--- config.mk ---
export PLATFORM = sky130hd
export DESIGN_NAME = smd_stream_to_memory_channel
export DESIGN_NICKNAME = d
export VERILOG_FILES = /design/src/logic/smd_pkg.sv /design/src/logic/smd_fifo.sv /design/src/logic/smd_stream_to_memory_channel.sv
export SDC_FILE = /design/constraint.sdc
export NUM_CORES = 2
export LEC_CHECK = 0
export BUFFER_PORTS_ARGS = -buffer_cell sky130_fd_sc_hd__buf_2
export CAP_MARGIN = 20
export CORE_MARGIN = 2
export CORE_UTILIZATION = 63
export CTS_CLUSTER_SIZE = 14
export DETAILED_ROUTE_END_ITERATION = 16
export PLACE_DENSITY = 0.89
export SYNTH_ARGS = -nofsm -noshare
export SYNTH_HDL_FRONTEND = slang
export SYNTH_SLANG_ARGS = --single-unit
--- constraint.sdc ---
create_clock -name clk -period 9.63 [get_ports clk]
set_input_delay 0.4815 -clock clk [delete_from_list [all_inputs] [get_ports clk]]
set_output_delay 0.4815 -clock clk [all_outputs]
set_load 0.02 [all_outputs]
--- src/logic/smd_pkg.sv ---
package smd_pkg;

  // Widths
  localparam int DATA_W     = 32;
  localparam int LEN_W_MAX  = 26;
  localparam int APP_WORDS  = 5;
  localparam int FIFO_DEPTH = 16;

  // Register offsets on the plain port
  localparam logic [3:0] REG_CTRL = 4'h0;
  localparam logic [3:0] REG_STAT = 4'h4;
  localparam logic [3:0] REG_LAST = 4'h8;

  // Register field positions
  localparam int CTRL_RUN_BIT = 0;
  localparam int STAT_STOP_BIT = 0;
  localparam int STAT_ERR_BIT  = 1;

  // Values after reset
  localparam logic RUN_RESET  = 1'b0;
  localparam logic STOP_RESET = 1'b1;
  localparam logic [31:0] WORD_RESET = 32'h0000_0000;

  // Descriptor status word layout
  localparam int STS_LEN_MSB  = 25;
  localparam int STS_EOP_BIT  = 26;
  localparam int STS_SOP_BIT  = 27;
  localparam int STS_ERR_BIT  = 28;
  localparam int STS_DONE_BIT = 31;

  // Buffer length field of the descriptor control word
  localparam int CTL_LEN_MSB = 25;

  // Byte lanes per stream beat
  localparam int BEAT_BYTES = 4;

  // Stream beat: data, count of valid bytes, packet end
  typedef struct packed {
    logic [DATA_W-1:0] data;
    logic [2:0]        nbytes;
    logic              last;
  } smd_beat_t;

  // Memory write carried through the FIFO
  typedef struct packed {
    logic [31:0]       addr;
    logic [DATA_W-1:0] data;
    logic [2:0]        nbytes;
  } smd_wr_t;

  // Fetched receive descriptor
  typedef struct packed {
    logic [31:0] buf_addr;
    logic [31:0] ctrl;
  } smd_desc_t;

  // Descriptor write-back: status word, bit mask, user words
  typedef struct packed {
    logic [31:0]              word;
    logic [31:0]              mask;
    logic                     app_we;
    logic [APP_WORDS*32-1:0]  app;
  } smd_wb_t;

endpackage : smd_pkg

--- src/logic/smd_fifo.sv ---
`timescale 1ns/1ns
module smd_fifo #(
  parameter int WIDTH = 8,
  parameter int DEPTH = 16
) (
  input  wire logic             clk,
  input  wire logic             rst_n,
  input  wire logic             in_valid,
  output      logic             in_ready,
  input  wire logic [WIDTH-1:0] in_data,
  output      logic             out_valid,
  input  wire logic             out_ready,
  output      logic [WIDTH-1:0] out_data,
  output      logic             empty
);

  localparam int AW = $clog2(DEPTH);

  logic [WIDTH-1:0] mem [DEPTH];
  logic [AW-1:0]    wr_ptr;
  logic [AW-1:0]    rd_ptr;
  logic [AW:0]      count;

  wire push = in_valid && in_ready;
  wire pop  = out_valid && out_ready;

  // Full and empty come straight from the occupancy count
  assign in_ready  = (count != (AW+1)'(DEPTH));
  assign out_valid = (count != '0);
  assign empty     = (count == '0);
  assign out_data  = mem[rd_ptr];

  ////////////////////////////////////////////////////////////////////////
  // Storage, no reset needed on the data
  always_ff @(posedge clk) begin
    if (push) begin
      mem[wr_ptr] <= in_data;
    end
  end

  // Pointers wrap explicitly so DEPTH need not be a power of two
  always_ff @(posedge clk or negedge rst_n) begin
    if (!rst_n) begin
      wr_ptr <= '0;
      rd_ptr <= '0;
      count  <= '0;
    end else begin
      if (push) wr_ptr <= (wr_ptr == AW'(DEPTH-1)) ? '0 : wr_ptr + 1'b1;
      if (pop)  rd_ptr <= (rd_ptr == AW'(DEPTH-1)) ? '0 : rd_ptr + 1'b1;
      count <= count + (AW+1)'(push) - (AW+1)'(pop);
    end
  end

endmodule : smd_fifo

--- src/logic/smd_stream_to_memory_channel.sv ---
// Notes on behaviour
// - Status low field holds bytes actually stored in this descriptor's buffer.
// - Counts from start descriptor through end descriptor add up to packet length.
// - Byte count width equals the buffer-length width parameter, at most 26 bits.
// - In simple configuration the byte count field is left unwritten.
// - Bit 26 set only in the descriptor holding the packet's final part.
// - With status streams enabled, user words land in the end-of-packet descriptor.
// - Bit 27 set only in the descriptor holding the packet's first part.
// - Zero buffer length in a fetched descriptor raises the internal error, bit 28.
// - Data mover under-run or over-run also raises the internal error.
// - Internal error clears run/stop, then stopped flag rises once shut down.
// - Bit 31 set when the descriptor's transfer has finished.
//
// Our own choices: the register addresses and strobed register access.
`timescale 1ns/1ns
module smd_stream_to_memory_channel #(
  parameter int LEN_W       = smd_pkg::LEN_W_MAX,
  parameter bit SIMPLE_MODE = 1'b0,
  parameter bit CS_ENABLE   = 1'b1,
  parameter int FIFO_DEPTH  = smd_pkg::FIFO_DEPTH
) (
  input  wire logic                                  clk,
  input  wire logic                                  rst_n,
  input  wire logic [3:0]                            reg_addr,
  input  wire logic [31:0]                           reg_wdata,
  input  wire logic                                  reg_wr,
  input  wire logic                                  reg_rd,
  output      logic [31:0]                           reg_rdata,
  input  wire logic                                  desc_valid,
  output      logic                                  desc_ready,
  input  wire smd_pkg::smd_desc_t                    desc,
  input  wire logic                                  s_valid,
  output      logic                                  s_ready,
  input  wire smd_pkg::smd_beat_t                    s_beat,
  input  wire logic                                  app_valid,
  output      logic                                  app_ready,
  input  wire logic [smd_pkg::APP_WORDS*32-1:0]      app_data,
  output      logic                                  mem_valid,
  input  wire logic                                  mem_ready,
  output      smd_pkg::smd_wr_t                      mem_wr,
  input  wire logic                                  dm_underrun,
  input  wire logic                                  dm_overrun,
  output      logic                                  wb_valid,
  input  wire logic                                  wb_ready,
  output      smd_pkg::smd_wb_t                      wb
);

  typedef enum logic [4:0] {
    ST_IDLE  = 5'b00001,
    ST_FETCH = 5'b00010,
    ST_MOVE  = 5'b00100,
    ST_DRAIN = 5'b01000,
    ST_WBACK = 5'b10000
  } smd_state_t;

  ////////////////////////////////////////////////////////////////////////
  // Status word assembly, shared by write-back and the readable copy
  function automatic logic [31:0] smd_status(input logic [LEN_W-1:0] cnt,
                                             input logic eop,
                                             input logic sop,
                                             input logic err);
    logic [31:0] w;
    w = smd_pkg::WORD_RESET;
    w[LEN_W-1:0] = cnt;
    w[smd_pkg::STS_EOP_BIT]  = eop;
    w[smd_pkg::STS_SOP_BIT]  = sop;
    w[smd_pkg::STS_ERR_BIT]  = err;
    w[smd_pkg::STS_DONE_BIT] = 1'b1;
    return w;
  endfunction : smd_status

  ////////////////////////////////////////////////////////////////////////
  // State and datapath registers
  smd_state_t        state;
  smd_state_t        next_state;
  logic              run;
  logic              stopped;
  logic              err_sticky;
  logic [31:0]       last_status;
  logic [LEN_W-1:0]  buf_len;
  logic [LEN_W-1:0]  cnt;
  logic [31:0]       wr_addr;
  logic              sop_q;
  logic              eop_q;
  logic              cur_err;
  logic              in_packet;
  logic              app_held;
  logic [smd_pkg::APP_WORDS*32-1:0] app_q;

  // FIFO wiring
  logic              fifo_in_ready;
  logic              fifo_empty;
  smd_pkg::smd_wr_t  fifo_in;

  ////////////////////////////////////////////////////////////////////////
  // Handshake decode
  wire               in_fetch   = (state == ST_FETCH);
  wire               in_move    = (state == ST_MOVE);
  wire               in_drain   = (state == ST_DRAIN);
  wire               in_wback   = (state == ST_WBACK);
  wire               busy       = in_move || in_drain;
  wire               fetch_take = in_fetch && desc_valid && run;
  wire [LEN_W-1:0]   desc_len   = desc.ctrl[LEN_W-1:0];
  wire               len_zero   = (desc_len == '0);
  wire               s_take     = s_valid && s_ready;
  wire [LEN_W:0]     sum_next   = {1'b0, cnt} + {{(LEN_W-2){1'b0}}, s_beat.nbytes};
  wire               beat_over  = s_take && (sum_next > {1'b0, buf_len});
  wire               buf_full   = s_take && !beat_over && (sum_next == {1'b0, buf_len});
  wire               dm_err     = busy && (dm_underrun || dm_overrun);
  wire               err_event  = (fetch_take && len_zero) || dm_err || beat_over;
  wire               app_wait   = CS_ENABLE && eop_q && !app_held;
  wire               drained    = in_drain && fifo_empty && !app_wait;
  wire               wb_take    = wb_valid && wb_ready;

  assign desc_ready = in_fetch && run;
  assign s_ready    = in_move && fifo_in_ready;
  assign app_ready  = !app_held;
  assign wb_valid   = in_wback;

  // Over-length beats are swallowed, never written past the buffer end
  assign fifo_in.addr   = wr_addr;
  assign fifo_in.data   = s_beat.data;
  assign fifo_in.nbytes = s_beat.nbytes;

  ////////////////////////////////////////////////////////////////////////
  // Next state
  always_comb begin
    next_state = state;
    case (state)
      ST_IDLE: begin
        if (run) next_state = ST_FETCH;
      end
      ST_FETCH: begin
        if (!run) next_state = ST_IDLE;
        else if (desc_valid) next_state = len_zero ? ST_DRAIN : ST_MOVE;
      end
      ST_MOVE: begin
        if (dm_err || beat_over) next_state = ST_DRAIN;
        else if (s_take && (s_beat.last || buf_full)) next_state = ST_DRAIN;
      end
      ST_DRAIN: begin
        if (drained) next_state = ST_WBACK;
      end
      ST_WBACK: begin
        if (wb_ready) next_state = (cur_err || !run) ? ST_IDLE : ST_FETCH;
      end
      default: next_state = ST_IDLE;
    endcase
  end

  always_ff @(posedge clk or negedge rst_n) begin
    if (!rst_n) state <= ST_IDLE;
    else        state <= next_state;
  end

  ////////////////////////////////////////////////////////////////////////
  // Per-descriptor capture: length, address and start flag at fetch
  always_ff @(posedge clk or negedge rst_n) begin
    if (!rst_n) begin
      buf_len <= '0;
      wr_addr <= smd_pkg::WORD_RESET;
      sop_q   <= 1'b0;
    end else if (fetch_take) begin
      buf_len <= desc_len;
      wr_addr <= desc.buf_addr;
      sop_q   <= !in_packet;
    end else if (s_take && !beat_over) begin
      wr_addr <= wr_addr + 32'h0000_0004;
    end
  end

  // Byte count restarts per descriptor, so chained counts sum to the packet
  always_ff @(posedge clk or negedge rst_n) begin
    if (!rst_n)                    cnt <= '0;
    else if (fetch_take)           cnt <= '0;
    else if (s_take && !beat_over) cnt <= sum_next[LEN_W-1:0];
  end

  // End flag only for the buffer that takes the last beat
  always_ff @(posedge clk or negedge rst_n) begin
    if (!rst_n)                              eop_q <= 1'b0;
    else if (fetch_take)                     eop_q <= 1'b0;
    else if (s_take && !beat_over)           eop_q <= s_beat.last;
  end

  // Error for the descriptor now in flight
  always_ff @(posedge clk or negedge rst_n) begin
    if (!rst_n)          cur_err <= 1'b0;
    else if (err_event)  cur_err <= 1'b1;
    else if (fetch_take) cur_err <= 1'b0;
  end

  // Packet tracking across descriptors; an error abandons the packet
  always_ff @(posedge clk or negedge rst_n) begin
    if (!rst_n)       in_packet <= 1'b0;
    else if (wb_take) in_packet <= !eop_q && !cur_err;
  end

  ////////////////////////////////////////////////////////////////////////
  // User words from the status stream, held until the end descriptor goes out
  // Words of a packet cut by an error are released at its error write-back,
  // so they can never be attached to the next packet
  always_ff @(posedge clk or negedge rst_n) begin
    if (!rst_n) begin
      app_held <= 1'b0;
      app_q    <= '0;
    end else if (app_valid && app_ready) begin
      app_held <= 1'b1;
      app_q    <= app_data;
    end else if (wb_take && (eop_q || cur_err)) begin
      app_held <= 1'b0;
    end
  end

  ////////////////////////////////////////////////////////////////////////
  // Write-back image, built once as the drain finishes and held until taken
  always_ff @(posedge clk or negedge rst_n) begin
    if (!rst_n) begin
      wb <= '0;
    end else if (drained) begin
      wb.word   <= smd_status(cnt, eop_q, sop_q, cur_err);
      wb.mask   <= SIMPLE_MODE ? 32'hFC00_0000 : 32'hFFFF_FFFF;
      wb.app_we <= CS_ENABLE;
      wb.app    <= eop_q ? app_q : '0;
    end
  end

  ////////////////////////////////////////////////////////////////////////
  // Software registers; hardware actions win over a software write
  always_ff @(posedge clk or negedge rst_n) begin
    if (!rst_n) begin
      run <= smd_pkg::RUN_RESET;
    end else if (err_event) begin
      run <= 1'b0;
    end else if (reg_wr && reg_addr == smd_pkg::REG_CTRL) begin
      run <= reg_wdata[smd_pkg::CTRL_RUN_BIT];
    end
  end

  // Stopped only once idle, so the FIFO and write-back are already done
  always_ff @(posedge clk or negedge rst_n) begin
    if (!rst_n) stopped <= smd_pkg::STOP_RESET;
    else        stopped <= (state == ST_IDLE) && !run;
  end

  // Sticky error, write one to clear; a new error wins over the clear
  always_ff @(posedge clk or negedge rst_n) begin
    if (!rst_n) begin
      err_sticky <= 1'b0;
    end else if (err_event) begin
      err_sticky <= 1'b1;
    end else if (reg_wr && reg_addr == smd_pkg::REG_STAT && reg_wdata[smd_pkg::STAT_ERR_BIT]) begin
      err_sticky <= 1'b0;
    end
  end

  always_ff @(posedge clk or negedge rst_n) begin
    if (!rst_n)       last_status <= smd_pkg::WORD_RESET;
    else if (wb_take) last_status <= wb.word;
  end

  // Read data stands one cycle after the strobe; unmapped reads give zero
  wire [31:0] rd_ctrl = {31'h0000_0000, run};
  wire [31:0] rd_stat = {30'h0000_0000, err_sticky, stopped};
  wire [31:0] rd_mux  = (reg_addr == smd_pkg::REG_CTRL) ? rd_ctrl :
                        (reg_addr == smd_pkg::REG_STAT) ? rd_stat :
                        (reg_addr == smd_pkg::REG_LAST) ? last_status : smd_pkg::WORD_RESET;

  always_ff @(posedge clk or negedge rst_n) begin
    if (!rst_n)      reg_rdata <= smd_pkg::WORD_RESET;
    else if (reg_rd) reg_rdata <= rd_mux;
    else             reg_rdata <= smd_pkg::WORD_RESET;
  end

  ////////////////////////////////////////////////////////////////////////
  // Data path buffer toward memory; its fullness stalls the stream
  smd_fifo #(
    .WIDTH ($bits(smd_pkg::smd_wr_t)),
    .DEPTH (FIFO_DEPTH)
  ) u_fifo (
    .clk       (clk),
    .rst_n     (rst_n),
    .in_valid  (s_take && !beat_over),
    .in_ready  (fifo_in_ready),
    .in_data   (fifo_in),
    .out_valid (mem_valid),
    .out_ready (mem_ready),
    .out_data  (mem_wr),
    .empty     (fifo_empty)
  );
endmodule : smd_stream_to_memory_channel

### Word level (Yosys, flattened, before mapping)

Memory sizes are Yosys's and may differ from the RTL's.
Cells that the tools add are included.

| storage, ports and cells | value |
|---|---|
| register bits after elaboration | 524 |
| RAM bits | 1072 |
| output and inout bits | 329 |
| word-level logic and storage cells | 128 |
| memories | 1 |

Memory list:

| memory | depth | bits a word | read ports | clocked after memory_dff | wr ports | line | RTL |
|---|---|---|---|---|---|---|---|
| u_fifo.mem | 16 | 67 | 1 | 0 | 1 | smd_fifo.sv:19 | `logic [WIDTH-1:0] mem [DEPTH];` |

| operators by class | value |
|---|---|
| add/subtract/negate cells | 6 |
| order comparisons | 1 |
| equal/unequal tests | 16 |
| mux-type cells | 33 |
| reductions and logical operators | 49 |

Operators by type and width:

| operator | number |
|---|---|
| $mux 32 | 6 |
| $mux 160 | 1 |
| $mux 26 | 2 |
| $mux 5 | 7 |
| $add 32x3->32 const B | 1 |
| $add 26x3->27 | 1 |
| $eq 27x26->1 | 1 |
| $gt 27x26->1 | 1 |
| $logic_not 26->1 | 1 |
| $pmux 5 s5 | 1 |
| $logic_and 1x1->1 | 24 |
| $eq 4x4->1 const B | 3 |
| $mux 1 | 12 |
| $mux 4 | 3 |
| $reduce_bool 2->1 | 5 |
| $add 4x1->4 const B | 2 |
| $logic_or 1x1->1 | 8 |
| $logic_not 1->1 | 7 |
| $add 5x1->5 | 1 |
| $eq 5x1->1 const B | 1 |
| $eq 5x2->1 const B | 1 |
| $eq 5x3->1 const B | 1 |
| $eq 5x4->1 const B | 1 |
| $eq 5x5->1 const B | 1 |
| other kinds (12) | 13 |

### Longest topological paths before layout

| logic depth | value |
|---|---|
| depth in word-level cells | 12 |
| gate-level depth with buffers | 26 |
| depth with buffers taken out | 23 |

### Hierarchy

Synthesis repeated with hierarchy kept, for this count alone.

| unflattened totals | value |
|---|---|
| cell total of the unflattened synthesis | 3827 |
| area total of the unflattened synthesis | 62954.1 um2 |

Modules (own cells, without submodules):

| module | instances | cells each | area an instance (um2) |
|---|---|---|---|
| smd_fifo | 1 | 1876 | 41637.4 |
| smd_stream_to_memory_channel | 1 | 1951 | 21316.7 |

### Worst setup path before layout

Ideal clock, no wire load.

| path | value |
|---|---|
| path kind | input-to-reg |
| from | input s_beat[1] (netlist name) |
| to | memory u_fifo.mem[10][0] (netlist name) (enable) |
| setup time | 0.432 ns |
| arrival time | 5.572 ns |
| required time | 9.198 ns |
| setup slack | 3.626 ns |
| cell stages on the path | 16 |
| cell sequence | ha_1 > fa_1 > a21oi_1 > nor2_1 > nand3_1 > xnor2_1 > ha_1 > a211oi_2 > nor2_1 > a2111o_1 > a2111o_1 > o2bb2ai_4 > nand2_4 > buf_2 > nor3b_1 > and2_1 |

| between the ends | value |
|---|---|
| longest elaborated chain between the ends | 8 |

RTL lines:

| element | line | RTL |
|---|---|---|
| start: declaration | smd_stream_to_memory_channel.sv:34 | `input wire smd_pkg::smd_beat_t s_beat,` |
| $add 26x3->27 | smd_stream_to_memory_channel.sv:106 | `wire [LEN_W:0] sum_next = {1'b0, cnt} + {{(LEN_W-2){1'b0}}, s_beat.nbytes};` |
| $gt 27x26->1 | smd_stream_to_memory_channel.sv:107 | `wire beat_over = s_take && (sum_next > {1'b0, buf_len});` |
| $logic_and 1x1->1 | smd_stream_to_memory_channel.sv:107 |  |
| $logic_not 1->1 | smd_stream_to_memory_channel.sv:283 | `.in_valid (s_take && !beat_over),` |
| $logic_and 1x1->1 | smd_stream_to_memory_channel.sv:283 |  |
| $logic_and 1x1->1 | smd_fifo.sv:24 | `wire push = in_valid && in_ready;` |
| $mux 1 | smd_fifo.sv:36 | `if (push) begin` |
| $mux 1 (implied by the code) | smd_fifo.sv:37 | `mem[wr_ptr] <= in_data;` |
| end: declaration | smd_fifo.sv:19 |  |

Every way passes these cells.

### Final worst setup path

| path | value |
|---|---|
| from | register cnt[0] |
| to | memory u_fifo.mem[7][31] (netlist name) (enable) |

| between the ends | value |
|---|---|
| longest elaborated chain between the ends | 8 |

RTL lines:

| element | line | RTL |
|---|---|---|
| start: declaration | smd_stream_to_memory_channel.sv:81 | `logic [LEN_W-1:0] cnt;` |
| start signal: assignment | smd_stream_to_memory_channel.sv:176 | `else if (s_take && !beat_over) cnt <= sum_next[LEN_W-1:0];` |
| $add 26x3->27 | smd_stream_to_memory_channel.sv:106 |  |
| $gt 27x26->1 | smd_stream_to_memory_channel.sv:107 |  |
| $logic_and 1x1->1 | smd_stream_to_memory_channel.sv:107 |  |
| $logic_not 1->1 | smd_stream_to_memory_channel.sv:283 |  |
| $logic_and 1x1->1 | smd_stream_to_memory_channel.sv:283 |  |
| $logic_and 1x1->1 | smd_fifo.sv:24 |  |
| $mux 1 | smd_fifo.sv:36 |  |
| $mux 1 (implied by the code) | smd_fifo.sv:37 |  |

Every way passes these cells.

==> results.tsv <==
stage	metric	value	unit
cells_and_area	most frequent standard cell in the layout excluding fill and tap cells	sky130_fd_sc_hd__edfxtp_1	
power_and_ir_drop	worst ir drop on vdd	252.3	uV
clocking	Root Buffer Master	sky130_fd_sc_hd__clkbuf_16	
floorplanning	Die ar.	0.1025	mm^2
clocking	maximum root-to-sink buffer count	3	
timing	Setup TNS	0	ns
synth	Netlist cell types	73	
synth	sequential fraction of the synthesis area	71.77	%
worst_hold_path	hold path endpoint	wr_addr[12]	
status	result of the run	finished clean	
synth	yosys synthesis warning count	0	
worst_hold_path	beginning of the worst hold path	desc[44]	
synth	area fraction in compound gates after synthesis	6.269	%
synth	simple logic cell fraction of the synthesized area	5.137	%
timing	Clock Skews	0.02590	ns
global_route	number of global-route vias before repair	42332	
synth	xor and xnor area share after synthesis	0.6118	%
timing	smallest setup slack after layout	2.798	ns
setup_path	Worst Setup Path Type	register to register	
timing	count of final hold-check violations	0	
setup_path	CP Launch Type	register	
detailed_routing	post-detailed-route count of antenna-violating nets	0	
clocking	TritonCTS Sinks	1592	
cells_and_area	layout overhead on the synthesized area	17.45	%
detailed_routing	via count	40706	
synth	Synth top area share	51.11	%
synth	Synth area leaders	sky130_fd_sc_hd__edfxtp_1 (51%), sky130_fd_sc_hd__dfrtp_1 (21%), sky130_fd_sc_hd__mux2_2 (5.1%)	
flow_run	Max-cap violations	0	
setup_path	Critical R2R Launch	cnt[0]	
detailed_routing	first-pass iteration count of the detailed router	7	
power_and_ir_drop	power density of the placed cells	264.7	mW/mm^2
place	count of buffers inserted at the top-level ports	595	
clocking	CTS Buf Count	157	
timing	time the worst path needs with I/O delays and setup	6.832	ns
global_route	number of antenna violations at the first check in global routing	30	
synth	top flip-flop cell by instance count after synthesis	sky130_fd_sc_hd__edfxtp_1	
synth	library cell occupying the most area in the post-synthesis netlist	sky130_fd_sc_hd__edfxtp_1	
detailed_routing	routed wire length per instance	28.96	um
cells_and_area	fill cell count	5226	
synth	count of mapped cells out of synthesis	4018	
setup_path	worst endpoint required time	10.02	ns
place	worst slack at placement	2.737	ns
clocking	clock input transition at the sequential cells of the worst setup and hold paths	0.06	ns
power_and_ir_drop	Pleak	28.74	nW
global_route	global-route wire length before repair	264.4	mm
synth	area share of fa/ha/maj cells after synthesis	0.8780	%
setup_path	arrival time at the worst endpoint	7.22	ns
timing	Setup violations, final	0	
global_route	pin count of the biggest net entering global routing	275	
timing	worst-margin pin slew	1.492	ns
place	detailed-placement wirelength estimate	94.96	mm
detailed_routing	vias per inst	6.580	
floorplanning	starting density of the core	63.81	%
worst_hold_path	worst hold-check path type	input pin to register	
timing	final-report max-slew violation count	0	
floorplanning	I/O pin cnt	636	
timing	setup repair after global routing missed its margin	false	
cells_and_area	number of nets in the final layout	5107	
floorplanning	DIE HEIGHT	320.2	um
global_route	all-layer global routing usage	34.85	%
timing	Worst slew margin	0.5400	%
floorplanning	die width	320.2	um
synth	mean cell area of the mapped netlist	15.68	um^2
setup_path	critical path peak fanout	41	
synth	post-synthesis instance area	0.06299	mm^2
synth	number of enable flip-flop cells after synthesis	1072	
timing	post-route fraction of the period consumed by the critical path	70.95	%
synth	mux cell area share after synthesis	13.21	%
worst_hold_path	number of instances on the worst hold path	3	
detailed_routing	DRT iter0 DRCs	5132	
synth	main combinational cell family by area after synthesis	multiplexers	
clocking	clk_lat worst skew	0.77	ns
cells_and_area	fin util	74.94	%
global_route	final global-route overflow total	0	
cells_and_area	ratio of cells with drive above 1 in the final layout	27.13	%
clocking	TritonCTS clock tree	built	
synth	fraction of synthesis flops using an asynchronous set or reset pin	32.66	%
setup_path	slack of the worst reg-to-reg path	2.80	ns
setup_path	cell count of the worst reg-to-reg path	16	
floorplanning	total number of placement rows	115	
floorplanning	core area	0.09871	mm^2
detailed_routing	overall routed net length	179.2	mm
clocking	Post-CTS Repair Setup Buffers	0	
setup_path	sort of element at the end of the critical path	register	
place	RD Place Congestion	0.8821	
synth	synthesized flop and latch total	1592	
timing	achievable frequency	146.4	MHz
clocking	number of levels in the clock H-tree	4	
setup_path	endpoint of the worst register-to-register path	u_fifo.mem[7][31]	
detailed_routing	# DRC	0	
cells_and_area	most frequent cells in the layout	sky130_fd_sc_hd__edfxtp_1 (1072), sky130_fd_sc_hd__buf_2 (594), sky130_fd_sc_hd__dfrtp_1 (513)	
[synth_stat cells (21+ instances only)]
master	instances
sky130_fd_sc_hd__xor2_1	21
sky130_fd_sc_hd__buf_4	37
sky130_fd_sc_hd__edfxtp_1	1072
sky130_fd_sc_hd__a21oi_1	96
sky130_fd_sc_hd__nor2_1	48
sky130_fd_sc_hd__mux2i_1	206
sky130_fd_sc_hd__clkbuf_1	171
sky130_fd_sc_hd__and3_1	22
sky130_fd_sc_hd__nand4_1	24
sky130_fd_sc_hd__mux2_2	288
sky130_fd_sc_hd__inv_1	46
sky130_fd_sc_hd__and2_1	46
sky130_fd_sc_hd__a22oi_1	68
sky130_fd_sc_hd__xnor2_1	23
sky130_fd_sc_hd__a221oi_1	67
sky130_fd_sc_hd__o21ai_0	365
sky130_fd_sc_hd__buf_1	40
sky130_fd_sc_hd__dfrtp_1	518
sky130_fd_sc_hd__nand3_1	27
sky130_fd_sc_hd__nand2_1	504
sky130_fd_sc_hd__mux4_2	134
sky130_fd_sc_hd__ha_1	41
[kinds of logic after synthesis]
| family | count (synthesis) |
|---|---|
| DFF | 1592 |
| and+or+nand+nor | 735 |
| AOI/OAI and AO/OA | 663 |
| muxes | 628 |
| buffers and inverters | 312 |
| xor gates and xnor gates | 44 |
| adders and majority gates | 43 |
| other | 1 |
[power by group]
part,switching [mW],internal [mW],total [mW]
Combinational,2.89,1.87,4.76
Clock,2.63,3.42,6.05
Sequential,0.752,8.02,8.77
[critical path: stages (launching register included)]
cell                        delay (ns)
sky130_fd_sc_hd__dfrtp_1          0.39
sky130_fd_sc_hd__ha_1             0.22
sky130_fd_sc_hd__fa_1             0.41
sky130_fd_sc_hd__a21oi_1          0.60
sky130_fd_sc_hd__nor2_1           0.23
sky130_fd_sc_hd__nand3_1          0.16
sky130_fd_sc_hd__xnor2_1          0.17
sky130_fd_sc_hd__ha_1             0.31
sky130_fd_sc_hd__nand4_1          0.14
sky130_fd_sc_hd__a211oi_1         0.08
sky130_fd_sc_hd__a2111o_1         0.43
sky130_fd_sc_hd__a2111o_1         0.49
sky130_fd_sc_hd__o2bb2ai_4        0.50
sky130_fd_sc_hd__nand2_4          0.24
sky130_fd_sc_hd__nor3b_1          0.59
sky130_fd_sc_hd__and2_4           0.84
sky130_fd_sc_hd__buf_4            0.60
[timing repair]
action	4_1_cts	5_1_grt
resized for setup	0	0
hold buffers	202	0
endpoints found under the hold margin	303	0
[state kept, by name (all words and copies together) (netlist names)]
signal / cells
u_fifo.mem: 1072
wb: 190
app_q: 160
wr_addr: 32
last_status: 30
reg_rdata: 30
buf_len: 26
cnt: 26
state: 5
u_fifo.count: 5
u_fifo.rd_ptr: 4
u_fifo.wr_ptr: 4
app_held: 1
cur_err: 1
eop_q: 1
err_sticky: 1
in_packet: 1
run: 1
sop_q: 1
stopped: 1
[how the worst max path moves through the flow]
stage | endpoint | startpoint | slack, ns | depth (start not counted)
6_report | u_fifo.mem[7][31] | cnt[0] | 2.80 | 16
5_1_grt | u_fifo.mem[7][31] | cnt[0] | 2.64 | 16
4_1_cts | u_fifo.mem[7][33] | cnt[0] | 3.02 | 16
3_5_place_dp | u_fifo.mem[7][32] | s_beat[1] | 2.74 | 17
3_3_place_gp | u_fifo.mem[6][26] | s_beat[1] | 2.89 | 17
2_1_floorplan | u_fifo.mem[10][0] | s_beat[1] | 3.63 | 16
[metrics by stage]
| step | total power [mW] | cells | hold slack (ns) | instance area, um^2 |
|---|---|---|---|---|
| after detailed placement | 13.32 | 5682 | 0.4617 | 66910 |
| final | 19.58 | 6186 | 0.03057 | 73970 |
| after global placement | 13.11 | 5682 | 0.4531 | 66910 |
| after floorplan | 11.68 | 4021 | 0.1859 | 63000 |
| after global routing | 20.20 | 6177 | 0.01949 | 73950 |
| after CTS | 19.40 | 6167 | 0.002362 | 73900 |
[metal layers]
layer / global-route usage (%) / part of all wire (%) / routed length [um] / up-vias
met5: 0 / 0.14 / 244 / -
met4: 20.69 / 6.8 / 12100 / 36
met3: 8.398 / 10 / 18040 / 755
met2: 57.43 / 49 / 88240 / 2985
met1: 42.17 / 34 / 60540 / 20336
li1: - / - / - / 16594
[area by class of cell]
type / count / area (um^2) / share of cell area [%]
multi-input cells: 2117 / 16530 / 22.35
inverters: 47 / 176.4 / 0.2385
flip-flops and latches: 1592 / 45220 / 61.13
clock inverters: 70 / 613.1 / 0.8288
clock buffers: 213 / 4359 / 5.893
well taps: 1287 / 1610 / 2.177
diodes: 18 / 45.04 / 0.06089
repair buffers: 842 / 5418 / 7.324
No activity file was read; power rests on OpenSTA's default activity.
